`src/logic/gate_seq_pkg.sv`:
```
package gate_seq_pkg;
  localparam int DLY_W = 8;
  localparam int LVL_W = 4;

  // Register byte addresses
  localparam logic [7:0] CTRL_OFS    = 8'h00;
  localparam logic [7:0] REG_OFF_OFS = 8'h04;
  localparam logic [7:0] SAFE_OFS    = 8'h08;
  localparam logic [7:0] ON_OFS      = 8'h0C;
  localparam logic [7:0] STAT_OFS    = 8'h10;

  // Field positions
  localparam int FILT_BIT     = 0;
  localparam int OFF_COMP_BIT = 1;
  localparam int ON_COMP_BIT  = 2;
  localparam int DLY_LSB      = 0;
  localparam int LVL_LSB      = 8;
  localparam int STAT_ST_LSB  = 0;
  localparam int STAT_SAFE    = 4;

  // Reset values and the minimum turn-on hold
  localparam logic [DLY_W-1:0] DLY_RST = 8'h00;
  localparam logic [LVL_W-1:0] LVL_RST = 4'h0;
  localparam logic [DLY_W-1:0] MIN_ON_TICKS = 8'h02;

  typedef enum logic [2:0] {
    ST_OFF,
    ST_ON_WAIT,
    ST_ON_PLAT,
    ST_ON_FULL,
    ST_OFF_PLAT
  } seq_state_t;
endpackage

```
`src/logic/gate_switch_sequencer.sv`:
```
module gate_switch_sequencer (
  input  wire logic                       clk_i,
  input  wire logic                       resetn_i,
  input  wire logic                       wb_cyc_i,
  input  wire logic                       wb_stb_i,
  input  wire logic                       wb_we_i,
  input  wire logic [7:0]                 wb_adr_i,
  input  wire logic [3:0]                 wb_sel_i,
  input  wire logic [31:0]                wb_dat_i,
  output logic      [31:0]                wb_dat_o,
  output logic                            wb_ack_o,
  input  wire logic                       pwm_input_i,
  input  wire logic                       desaturation_event_i,
  input  wire logic                       overcurrent_event_i,
  input  wire logic                       start_stop_osc_i,
  input  wire logic                       main_secondary_osc_i,
  output logic                            gate_source_out_o,
  output logic                            gate_sink_out_o,
  output logic                            plateau_o,
  output logic [gate_seq_pkg::LVL_W-1:0]  plateau_level_o,
  output logic                            level_comp_o,
  output logic                            safe_off_o
);
  import gate_seq_pkg::*;

  typedef struct packed {
    seq_state_t       st;
    logic             safe;
    logic [DLY_W-1:0] dly;
    logic             ack;
    logic [31:0]      rdat;
    logic             filt;
    logic             off_comp;
    logic             on_comp;
    logic [DLY_W-1:0] reg_dly;
    logic [DLY_W-1:0] safe_dly;
    logic [DLY_W-1:0] on_dly;
    logic [LVL_W-1:0] reg_lvl;
    logic [LVL_W-1:0] safe_lvl;
    logic [LVL_W-1:0] on_lvl;
    logic             src;
    logic             snk;
    logic             plat;
    logic [LVL_W-1:0] lvl;
    logic             comp;
    logic             load;
    logic [DLY_W-1:0] load_val;
    logic             ticksel;
  } state_t;

  state_t q;
  state_t next_q;
  logic   t_done;
  logic   tick;
  logic   safe_evt;

  assign safe_evt = desaturation_event_i | overcurrent_event_i;
  // One timer serves every phase; a safe turn-off ticks on the main oscillator, all else on start-stop
  assign tick = q.ticksel ? main_secondary_osc_i
                          : start_stop_osc_i;

  tick_timer #(
    .W (DLY_W)
  ) u_timer (
    .clk_i    (clk_i),
    .resetn_i (resetn_i),
    .load_i   (q.load),
    .value_i  (q.load_val),
    .tick_i   (tick),
    .done_o   (t_done)
  );

  // Byte-lane merge for writes
  function automatic logic [31:0] merge(input logic [31:0] old,
                                        input logic [31:0] dat,
                                        input logic [3:0]  sel);
    logic [31:0] r;
    r = old;
    for (int i = 0; i < 4; i++) begin
      if (sel[i]) begin
        r[i*8 +: 8] = dat[i*8 +: 8];
      end
    end
    return r;
  endfunction

  function automatic logic [31:0] pack_fields(
      input logic [DLY_W-1:0] d, input logic [LVL_W-1:0] l);
    logic [31:0] r;
    r = '0;
    r[DLY_LSB +: DLY_W] = d;
    r[LVL_LSB +: LVL_W] = l;
    return r;
  endfunction

  // Start of any turn-off; parameters are latched here for the
  // whole sequence so later writes cannot disturb it
  // Config comes from the registered copy c, so a bus write in the
  // same cycle cannot split the parameters of one sequence
  function automatic state_t off_start(input state_t s,
                                       input state_t c,
                                       input logic   safe);
    state_t r;
    logic [DLY_W-1:0] d;
    r = s;
    d = safe ? c.safe_dly : c.reg_dly;
    r.safe = safe;
    r.dly = d;
    r.ticksel = safe;
    r.src = 1'b0;
    r.snk = 1'b1;
    r.comp = c.off_comp;
    if (d == '0) begin
      r.st = ST_OFF;
      r.plat = 1'b0;
    end else begin
      r.st = ST_OFF_PLAT;
      r.plat = 1'b1;
      r.lvl = safe ? c.safe_lvl : c.reg_lvl;
      r.load = 1'b1;
      r.load_val = d;
    end
    return r;
  endfunction

  always_comb begin
    logic [31:0] wr;
    logic [31:0] rd;
    wr = '0;
    rd = '0;
    next_q = q;
    next_q.load = 1'b0;
    next_q.ack = 1'b0;

    // Wishbone slave: one wait state, unmapped reads give zero
    if (wb_cyc_i && wb_stb_i && !q.ack) begin
      next_q.ack = 1'b1;
      unique case (wb_adr_i)
        CTRL_OFS: begin
          rd[FILT_BIT] = q.filt;
          rd[OFF_COMP_BIT] = q.off_comp;
          rd[ON_COMP_BIT] = q.on_comp;
        end
        REG_OFF_OFS: rd = pack_fields(q.reg_dly, q.reg_lvl);
        SAFE_OFS:    rd = pack_fields(q.safe_dly, q.safe_lvl);
        ON_OFS:      rd = pack_fields(q.on_dly, q.on_lvl);
        STAT_OFS: begin
          rd[STAT_ST_LSB +: 3] = q.st;
          rd[STAT_SAFE] = q.safe;
        end
        default: rd = '0;
      endcase
      next_q.rdat = wb_we_i ? '0 : rd;
      if (wb_we_i) begin
        wr = merge(rd, wb_dat_i, wb_sel_i);
        unique case (wb_adr_i)
          CTRL_OFS: begin
            next_q.filt = wr[FILT_BIT];
            next_q.off_comp = wr[OFF_COMP_BIT];
            next_q.on_comp = wr[ON_COMP_BIT];
          end
          REG_OFF_OFS: begin
            next_q.reg_dly = wr[DLY_LSB +: DLY_W];
            next_q.reg_lvl = wr[LVL_LSB +: LVL_W];
          end
          SAFE_OFS: begin
            next_q.safe_dly = wr[DLY_LSB +: DLY_W];
            next_q.safe_lvl = wr[LVL_LSB +: LVL_W];
          end
          ON_OFS: begin
            next_q.on_dly = wr[DLY_LSB +: DLY_W];
            next_q.on_lvl = wr[LVL_LSB +: LVL_W];
          end
          default: ;
        endcase
      end
    end

    // Switching sequencer
    unique case (q.st)
      ST_OFF: begin
        if (pwm_input_i && !safe_evt) begin
          next_q.st = ST_ON_WAIT;
          next_q.safe = 1'b0;
          next_q.ticksel = 1'b0;
          next_q.dly = q.reg_dly;
          next_q.load = 1'b1;
          next_q.load_val = q.reg_dly;
        end
      end
      ST_ON_WAIT: begin
        if (safe_evt) begin
          next_q.st = ST_OFF;
        end else if (q.filt && start_stop_osc_i
                     && !pwm_input_i) begin
          next_q.st = ST_OFF;
        end else if (q.dly == '0 || t_done) begin
          // Source rises now; hold at least two ticks so a short
          // command still yields on_dly ticks, or two ticks if on_dly is shorter
          next_q.st = ST_ON_PLAT;
          next_q.src = 1'b1;
          next_q.snk = 1'b0;
          next_q.plat = (q.on_dly != '0);
          next_q.comp = q.on_comp;
          next_q.lvl = q.on_lvl;
          next_q.load = 1'b1;
          next_q.load_val = (q.on_dly > MIN_ON_TICKS) ? q.on_dly
                                                     : MIN_ON_TICKS;
        end
      end
      ST_ON_PLAT: begin
        next_q.lvl = q.on_lvl;
        next_q.comp = q.on_comp;
        if (safe_evt) begin
          next_q = off_start(next_q, q, 1'b1);
        end else if (t_done) begin
          next_q.st = ST_ON_FULL;
          next_q.plat = 1'b0;
        end
      end
      ST_ON_FULL: begin
        if (safe_evt) begin
          next_q = off_start(next_q, q, 1'b1);
        end else if (!pwm_input_i) begin
          next_q = off_start(next_q, q, 1'b0);
        end
      end
      ST_OFF_PLAT: begin
        if (t_done) begin
          next_q.st = ST_OFF;
          next_q.plat = 1'b0;
        end
      end
    endcase
  end

  always_ff @(posedge clk_i or negedge resetn_i) begin
    if (!resetn_i) begin
      q <= '{st: ST_OFF, snk: 1'b1, reg_dly: DLY_RST,
             safe_dly: DLY_RST, on_dly: DLY_RST, reg_lvl: LVL_RST,
             safe_lvl: LVL_RST, on_lvl: LVL_RST, default: '0};
    end else begin
      q <= next_q;
    end
  end

  assign wb_dat_o = q.rdat;
  assign wb_ack_o = q.ack;
  assign gate_source_out_o = q.src;
  assign gate_sink_out_o = q.snk;
  assign plateau_o = q.plat;
  assign plateau_level_o = q.lvl;
  assign level_comp_o = q.comp;
  assign safe_off_o = q.safe;
endmodule // gate_switch_sequencer

```
`src/logic/tick_timer.sv`:
```
module tick_timer #(
  parameter int W = 8
) (
  input  wire logic         clk_i,
  input  wire logic         resetn_i,
  input  wire logic         load_i,
  input  wire logic [W-1:0] value_i,
  input  wire logic         tick_i,
  output logic              done_o
);
  typedef struct packed {
    logic [W-1:0] cnt;
    logic         done;
  } tmr_t;

  tmr_t q;
  tmr_t next_q;

  always_comb begin
    next_q = q;
    next_q.done = 1'b0;
    if (load_i) begin
      next_q.cnt = value_i;
    end else if (tick_i && q.cnt != '0) begin
      next_q.cnt = q.cnt - 1'b1;
      next_q.done = (q.cnt == W'(1));
    end
  end

  always_ff @(posedge clk_i or negedge resetn_i) begin
    if (!resetn_i) begin
      q <= '0;
    end else begin
      q <= next_q;
    end
  end

  assign done_o = q.done;
endmodule // tick_timer

```
`config.mk`:
```
export PLATFORM = sky130hd
export DESIGN_NAME = gate_switch_sequencer
export DESIGN_NICKNAME = d
export VERILOG_FILES = /design/src/logic/gate_seq_pkg.sv /design/src/logic/gate_switch_sequencer.sv /design/src/logic/tick_timer.sv
export SDC_FILE = /design/constraint.sdc
export NUM_CORES = 1
export LEC_CHECK = 0
export ABC_AREA = 1
export BUFFER_PORTS_ARGS = -buffer_cell sky130_fd_sc_hd__buf_2
export CORE_UTILIZATION = 52
export DETAILED_ROUTE_END_ITERATION = 7
export PLACE_DENSITY = 0.79
export SETUP_SLACK_MARGIN = 0.02
export SYNTH_ARGS = -nofsm -noshare
export SYNTH_HDL_FRONTEND = slang
export SYNTH_SLANG_ARGS = --single-unit
```
`constraint.sdc`:
```
create_clock -name clk_i -period 1.4 [get_ports clk_i]
set_input_delay 0.07 -clock clk_i [delete_from_list [all_inputs] [get_ports clk_i]]
set_output_delay 0.07 -clock clk_i [all_outputs]
set_load 0.005 [all_outputs]
```
==> results of run 1 <==
flip-flops by register name (all words and copies together) (netlist names), 4 cells and up:
name             flops
plateau_level_o      4
q                   60
wb_dat_o            12
u_timer.q            8
routing by layer:
| metal | up-vias | part of all wire (%) | global-route usage (%) |
|---|---|---|---|
| met1 | 2957 | 39 | 38.4 |
| li1 | 2931 | - | - |
| met5 | - | 0 | 0 |
| met3 | 75 | 7.7 | 5.39 |
| met4 | 0 | 3.6 | 10.6 |
| met2 | 319 | 50 | 54.3 |
logic make-up (layout without fill, tap and decap cells):
logic type | Yosys count | count (layout) | synth area share (%)
AND/OR/NAND/NOR | 468 | 468 | 36.1
XOR/XNOR | 6 | 6 | 0.909
AO/OA/AOI/OAI | 106 | 106 | 10.8
adder cells (fa/ha/maj) | 3 | 3 | 0.649
flip-flops | 91 | 91 | 39.4
multiplexers | 1 | 1 | 0.195
buffers and inverters | 140 | 270 | 11.9
other | 1 | 20 | 0.0649
per-stage QoR:
stage / hold WS, ns / util (%) / power (mW) / TNS (ns) / setup slack (ns)
final: 0.0385 / 69.2 / 10.1 / -1.43 / -0.129
after global routing: 0.0614 / 69.2 / 10.8 / -5.29 / -0.199
after CTS: 0.0243 / 64.7 / 9.20 / -0.336 / -0.0423
after detailed placement: 0.159 / 61.2 / 6.95 / -1.28 / -0.0583
after global placement: 0.156 / 61.2 / 6.87 / -0.366 / -0.0300
after floorplan: -0.226 / - / 5.67 / 0 / 0.0388
cells in the mapped netlist (3+ instances only):
cell	n	share of area, %
nand3_1	125	11
a22o_1	8	1.2
nand4_1	16	1.7
nor2_1	63	4.1
a21oi_1	12	1.0
xor2_1	6	0.91
o21ai_1	19	1.6
nor2_4	6	1.2
nor3_1	6	0.52
o211ai_1	13	1.7
o21ai_0	46	4.0
nand2_1	226	15
inv_1	74	4.8
buf_2	13	1.1
nor2_2	3	0.32
or2_2	12	1.3
dfrtp_1	90	39
nand3b_1	3	0.39
o221ai_1	7	1.1
clkbuf_1	5	0.32
buf_4	39	5.1
inv_2	7	0.45
nand2_2	6	0.65
ha_1	3	0.65
critical path: cells and delay by family (launching register included):
family,cells,cell delay [ns]
AND/OR/NAND/NOR,5,0.41
buffers and inverters,5,0.55
flip-flops,1,0.47
layout make-up:
type	instances	area (um2)	area share, %
Inverter	82	315	4.20
Tap cell	140	175	2.33
Multi-Input combinational cell	604	3260	43.5
Clock buffer	9	124	1.65
Sequential cell	91	2280	30.4
Clock inverter	7	100	1.33
Timing Repair Buffer	172	1240	16.6
worst max-delay path by stage:
stage                            start            endpoint  slack [ns]
after floorplan                 q[101]  plateau_level_o[0]        0.04
after global placement    u_timer.q[1]        u_timer.q[2]       -0.03
after detailed placement  u_timer.q[1]        u_timer.q[7]       -0.06
after CTS                       q[101]                q[4]       -0.04
after global routing             q[44]                q[6]       -0.20
final                           q[100]               q[31]       -0.13
repair_timing:
item	in CTS	in global routing
pin swaps	12	46
gates cloned	0	1
buffers inserted	5	16
gates resized for setup	25	104
setup endpoints to repair	59	87
hold buffers	3	0
endpoints found under the hold margin	91	0
report_power, final:
group / switching (mW) / internal, mW
combinational: 2.69 / 2.00
sequential: 0.335 / 3.05
clock: 1.03 / 1.02
==> flow_metrics.env, run 1 <==
export IMPL_core_um2=10800
export IMPL_period_share_pct=109
export IMPL_ys_types=32
export IMPL_hold_viol=0
export IMPL_antenna_found_initial=0
export IMPL_nets=1017
export IMPL_required_ns=1.68
export IMPL_synth_warning_count=0
export IMPL_crit_top_cell="buf_6"
export IMPL_ys_seq_elements=91
export IMPL_max_stage_delay_ns=0.47
export IMPL_p_leak_nw=3.84
export IMPL_cp_slowest_cell="dfrtp_2"
export IMPL_drt_iter0_drc=507
export IMPL_wire_per_inst_um=15.9
export IMPL_drt_total_wl_mm=17.5
export IMPL_p_per_area_nw_per_um2=1350
export IMPL_mostFrequentLayoutCells="nand2_1 (211), nand3_1 (108), buf_4 (99)"
export IMPL_syn_area_um2=5780
export IMPL_placed_cells=1064
export IMPL_setup_viol=30
export IMPL_die_h_um=107
export IMPL_reg2reg_depth=10
export IMPL_period_needed_ns=1.53
export IMPL_die_width_um=107
export IMPL_fmax_mhz=654
export IMPL_worst_slew_pin_transition_ns=0.571
export IMPL_num_io_pins=96
export IMPL_cts_root_buf="clkbuf_8"
export IMPL_start_kind="register"
export IMPL_status="finished, violations left"
export IMPL_port_buffers=53
export IMPL_netlist_instances=816
export IMPL_failed_checks="negative setup slack"
export IMPL_dp_hpwl_mm=12.0
export IMPL_drive_gt1_share_pct=31.0
export IMPL_clkLatencyLatePin_ns=0.38
export IMPL_clock_sinks=91
export IMPL_design_area_um2=7500
export IMPL_rr_endpoint="q[31]"
export IMPL_antenna_cells=0
export IMPL_critPathCaptureType="register"
export IMPL_whs_endpoint="q[25]"
export IMPL_slew_headroom_pct=61.9
export IMPL_skew_ns=0.0115
export IMPL_cp_cell_sequence="buf_4 -> buf_6 -> buf_6 -> buf_6 -> nand3_2 -> nand2_2 -> inv_2 -> nand3_4 -> nand3_1 -> nand2_1"
export IMPL_worstHoldPathCells=4
export IMPL_nFillCells=880
export IMPL_stdcell_count=1105
export IMPL_critPathMaxFanout=4
export IMPL_grt_pass1_wl_mm=27.9
export IMPL_placed_area_um2=6640
export IMPL_overflow=0
export IMPL_gr_usage_all_layers_pct=31.0
export IMPL_final_common_cell="nand2_1"
export IMPL_start_util_pct=53.3
export IMPL_avgSynthCellArea_um2=7.08
export IMPL_grt_setup_unrepaired="true"
export IMPL_vdd_drop_max_uv=922
export IMPL_h_tree_depth=3
export IMPL_grt_pass1_vias=5967
export IMPL_drv_cap=0
export IMPL_fp_row_count=38
export IMPL_r2r_start="q[100]"
export IMPL_critical_path_class="reg2reg"
export IMPL_cts_tree="yes"
export IMPL_dieArea_um2=11500
export IMPL_yosysSeqAreaShare_pct=39.4
export IMPL_clk_pin_slew_ns=0.10
export IMPL_drc=0
export IMPL_grt_max_degree=92
export IMPL_slew_violations=0
export IMPL_synth_edf_count=0
export IMPL_finalWorstSetupSlack_ns=-0.129
export IMPL_detail_route_antenna_nets=0
export IMPL_globalplace_congestion=0.961
export IMPL_firstDrtPassIters=6
export IMPL_regToRegSetupSlack_ns=-0.13
export IMPL_via_count=6282
export IMPL_cts_made_buffers=9
export IMPL_worstHoldStart="wb_dat_i[11]"
export IMPL_hold_class="in2reg"
export IMPL_cp_arrival_ns=1.81
export IMPL_ys_flop_type="dfrtp_1"
export IMPL_async_flop_share_pct=100
export IMPL_clockBufferDepth=2
export IMPL_drt_vias_per_instance=5.69
export IMPL_areaGrowthSynthToFinish_pct=29.8
(Power assumes the default switching activity.)
==> run 2, diff against run 1 <==
Settings changed: ABC_AREA 1 to default, CORE_UTILIZATION 52 to 51.
==> run 2 against run 1 <==
Effect of this change:
- the run still ends with negative setup slack left
- maximum frequency fell by 27%
- synthesized cell count shrank 34%
- sequential share of layout area down 0.88 points
- critical path depth decreased by 4
- largest power group is now registers
- worst setup slack got worse by 0.56 ns
- highest routed layer unchanged
- power shrank 18%
- critical path type unchanged
- final cell count decreased by 21%
- global-route usage is 1.1 points higher
- final area rose by 3.0%
- sequential power down 4%
- clock skew rose by 0.013 ns
- clock power down 5%
==> flow_metrics.env, run 2 <==
export IMPL_hold_class="in2reg"
export IMPL_mostFrequentLayoutCells="buf_4 (134), dfrtp_1 (88), buf_2 (51)"
export IMPL_netlist_top_cell_by_area="dfrtp_1"
export IMPL_clkPwrFrac_pct=23.5
export IMPL_cts_root_buf="clkbuf_8"
export IMPL_drive_gt1_share_pct=51.8
export IMPL_avgSynthCellArea_um2=9.83
export IMPL_cell_internal_pwr_mw=5.29
export IMPL_grt_pass1_wl_mm=26.8
export IMPL_yosysMostFrequentCell="dfrtp_1"
export IMPL_synth_edf_count=0
export IMPL_h_tree_depth=3
export IMPL_die_width_um=104
export IMPL_p_leak_nw=3.69
export IMPL_period_needed_ns=2.09
export IMPL_setup_viol=79
export IMPL_period_share_pct=149
export IMPL_power_share_combinational_pct=37.0
export IMPL_clk_pin_slew_ns=0.12
export IMPL_drt_iter0_drc=509
export IMPL_fin_setup_tns_ns=-19.64
export IMPL_slew_violations=0
export IMPL_dp_hpwl_mm=11.1
export IMPL_yosysSeqAreaShare_pct=43.3
export IMPL_worst_slew_pin_transition_ns=0.492
export IMPL_drt_vias_per_instance=6.18
export IMPL_max_stage_delay_ns=0.57
export IMPL_drt_total_wl_mm=18.8
export IMPL_clockBufferDepth=2
export IMPL_vdd_drop_max_uv=664
export IMPL_cts_tree="yes"
export IMPL_nets=787
export IMPL_critical_path_class="reg2reg"
export IMPL_dieArea_um2=10700
export IMPL_cp_cell_sequence="or4_4 -> buf_4 -> nor4_1 -> a211oi_2 -> o211ai_1 -> a21o_1"
export IMPL_grt_setup_unrepaired="true"
export IMPL_critPathMaxFanout=3
export IMPL_synth_warning_count=0
export IMPL_drv_cap=0
export IMPL_synth_top_family_by_area="compound AO/OA/AOI/OAI gates"
export IMPL_start_util_pct=53.3
export IMPL_required_ns=1.71
export IMPL_slew_headroom_pct=66.9
export IMPL_final_common_cell="buf_4"
export IMPL_regMostFlops="q"
export IMPL_synth_compound_area_share_pct=19.5
export IMPL_p_per_area_nw_per_um2=1070
export IMPL_areaGrowthSynthToFinish_pct=46.9
export IMPL_ys_seq_elements=91
export IMPL_status="finished, violations left"
export IMPL_p_sw_share_pct=35.9
export IMPL_globalplace_congestion=0.976
export IMPL_core_um2=9860
export IMPL_hold_viol=0
export IMPL_nFillCells=578
export IMPL_largest_register_ffs=60
export IMPL_synthTopCellsByCount="dfrtp_1 (90), nand2_1 (64), buf_4 (37)"
export IMPL_ys_types=67
export IMPL_port_buffers=53
export IMPL_via_count=5368
export IMPL_ys_flop_type="dfrtp_1"
export IMPL_skew_ns=0.0243
export IMPL_cp_slowest_cell="or4_4"
export IMPL_antenna_cells=0
export IMPL_grt_pass1_vias=5174
export IMPL_fmax_mhz=479
export IMPL_wire_per_inst_um=21.6
export IMPL_drc=0
export IMPL_num_io_pins=96
export IMPL_synthSimpleGateAreaFrac_pct=16.9
export IMPL_p_sw_mw=2.97
export IMPL_p_total_mw=8.26
export IMPL_async_flop_share_pct=100
export IMPL_fp_row_count=36
export IMPL_die_h_um=104
export IMPL_placed_cells=816
export IMPL_crit_buf_inv=1
export IMPL_overflow=0
export IMPL_firstDrtPassIters=5
export IMPL_clkLatencyLatePin_ns=0.39
export IMPL_critPathCaptureType="register"
export IMPL_failed_checks="negative setup slack"
export IMPL_synth_top_area_share_pct=42.8
export IMPL_start_kind="register"
export IMPL_regToRegSetupSlack_ns=-0.69
export IMPL_synth_area_mux_share_pct=10.3
export IMPL_cts_made_buffers=9
export IMPL_crit_family="simple AND/OR/NAND/NOR gates"
export IMPL_antenna_found_initial=0
export IMPL_finalWorstSetupSlack_ns=-0.686
export IMPL_seqPwrFrac_pct=39.5
export IMPL_syn_area_um2=5260
export IMPL_detail_route_antenna_nets=0
export IMPL_pre_cts_slack_ns=-0.584
export IMPL_synthTopCellsByArea="dfrtp_1 (43%), mux2_2 (6.2%), buf_4 (5.3%)"
export IMPL_cp_arrival_ns=2.40
export IMPL_clock_sinks=91
export IMPL_netlist_instances=535
export IMPL_grt_max_degree=92
export IMPL_synth_fa_ha_area_share_pct=0.713
export IMPL_gr_usage_all_layers_pct=32.1
export IMPL_synth_xor_area_share_pct=1.17
export IMPL_stdcell_count=868
==> run 2: repair_timing <==
action	in CTS	in global routing
gates cloned	6	0
endpoints found under the hold margin	90	0
resized for setup	88	72
setup endpoints to repair	84	87
pin swaps	38	26
hold buffers	1	0
setup buffers	18	18
==> run 2: through the flow <==
stage,instance area (um2),hold WS [ns],util (%)
floorplan,5510,-0.226,-
global placement,6560,0.145,66.5
detailed placement,6560,0.151,66.5
CTS,7370,0.0494,74.7
global route,7730,0.0724,78.4
finish,7730,0.0690,78.4
==> run 2: worst paths after layout <==
| check | to | startpoint | cells past startpoint |
|---|---|---|---|
| setup reg to reg | q[6] | q[53] | 6 |
| max in group asynchronous | gate_sink_out_o | resetn_i | 3 |
| hold reg to reg | gate_sink_out_o | gate_sink_out_o | 2 |
| min in group asynchronous | wb_dat_o[0] | resetn_i | 3 |
| hold / removal | q[43] | wb_dat_i[5] | 4 |
| setup / recovery | q[6] | q[53] | 6 |
==> run 2: tightest hold or removal path: stages <==
cell	delay, ns
buf_2	0.08
nand2_1	0.08
o21ai_4	0.07
mux2_4	0.14
==> run 2: cell type report <==
| type | count | area, um2 | share of cell area [%] |
|---|---|---|---|
| repair buffers | 221 | 1690 | 21.9 |
| well taps | 133 | 166 | 2.15 |
| clock inverters | 7 | 81.3 | 1.05 |
| inverters | 13 | 48.8 | 0.631 |
| flip-flops and latches | 91 | 2280 | 29.5 |
| multi-input cells | 394 | 3340 | 43.2 |
| clock buffers | 9 | 124 | 1.60 |
==> run 2: cell families after synthesis <==
logic type	Yosys count
adders and majority gates	3
muxes	48
buffers and inverters	72
xor gates and xnor gates	7
other	1
AOI/OAI and AO/OA	149
DFF	91
and+or+nand+nor	164
==> run 2: power by group through the flow <==
stage	logic (mW)	registers [mW]	clock network (mW)
floorplan	1.33	3.22	0
global placement	2.09	3.21	0
detailed placement	2.19	3.24	0
CTS	2.67	3.25	1.91
global route	3.28	3.31	2.06
finish	3.06	3.26	1.94
==> run 2: per-layer routing <==
layer / up-vias / global-route usage (%) / wire length [um]
li1: 2316 / - / -
met1: 2600 / 39.4 / 7190
met2: 347 / 55.5 / 9350
met3: 105 / 5.03 / 1260
met4: 0 / 14.9 / 985
met5: - / 0 / 0
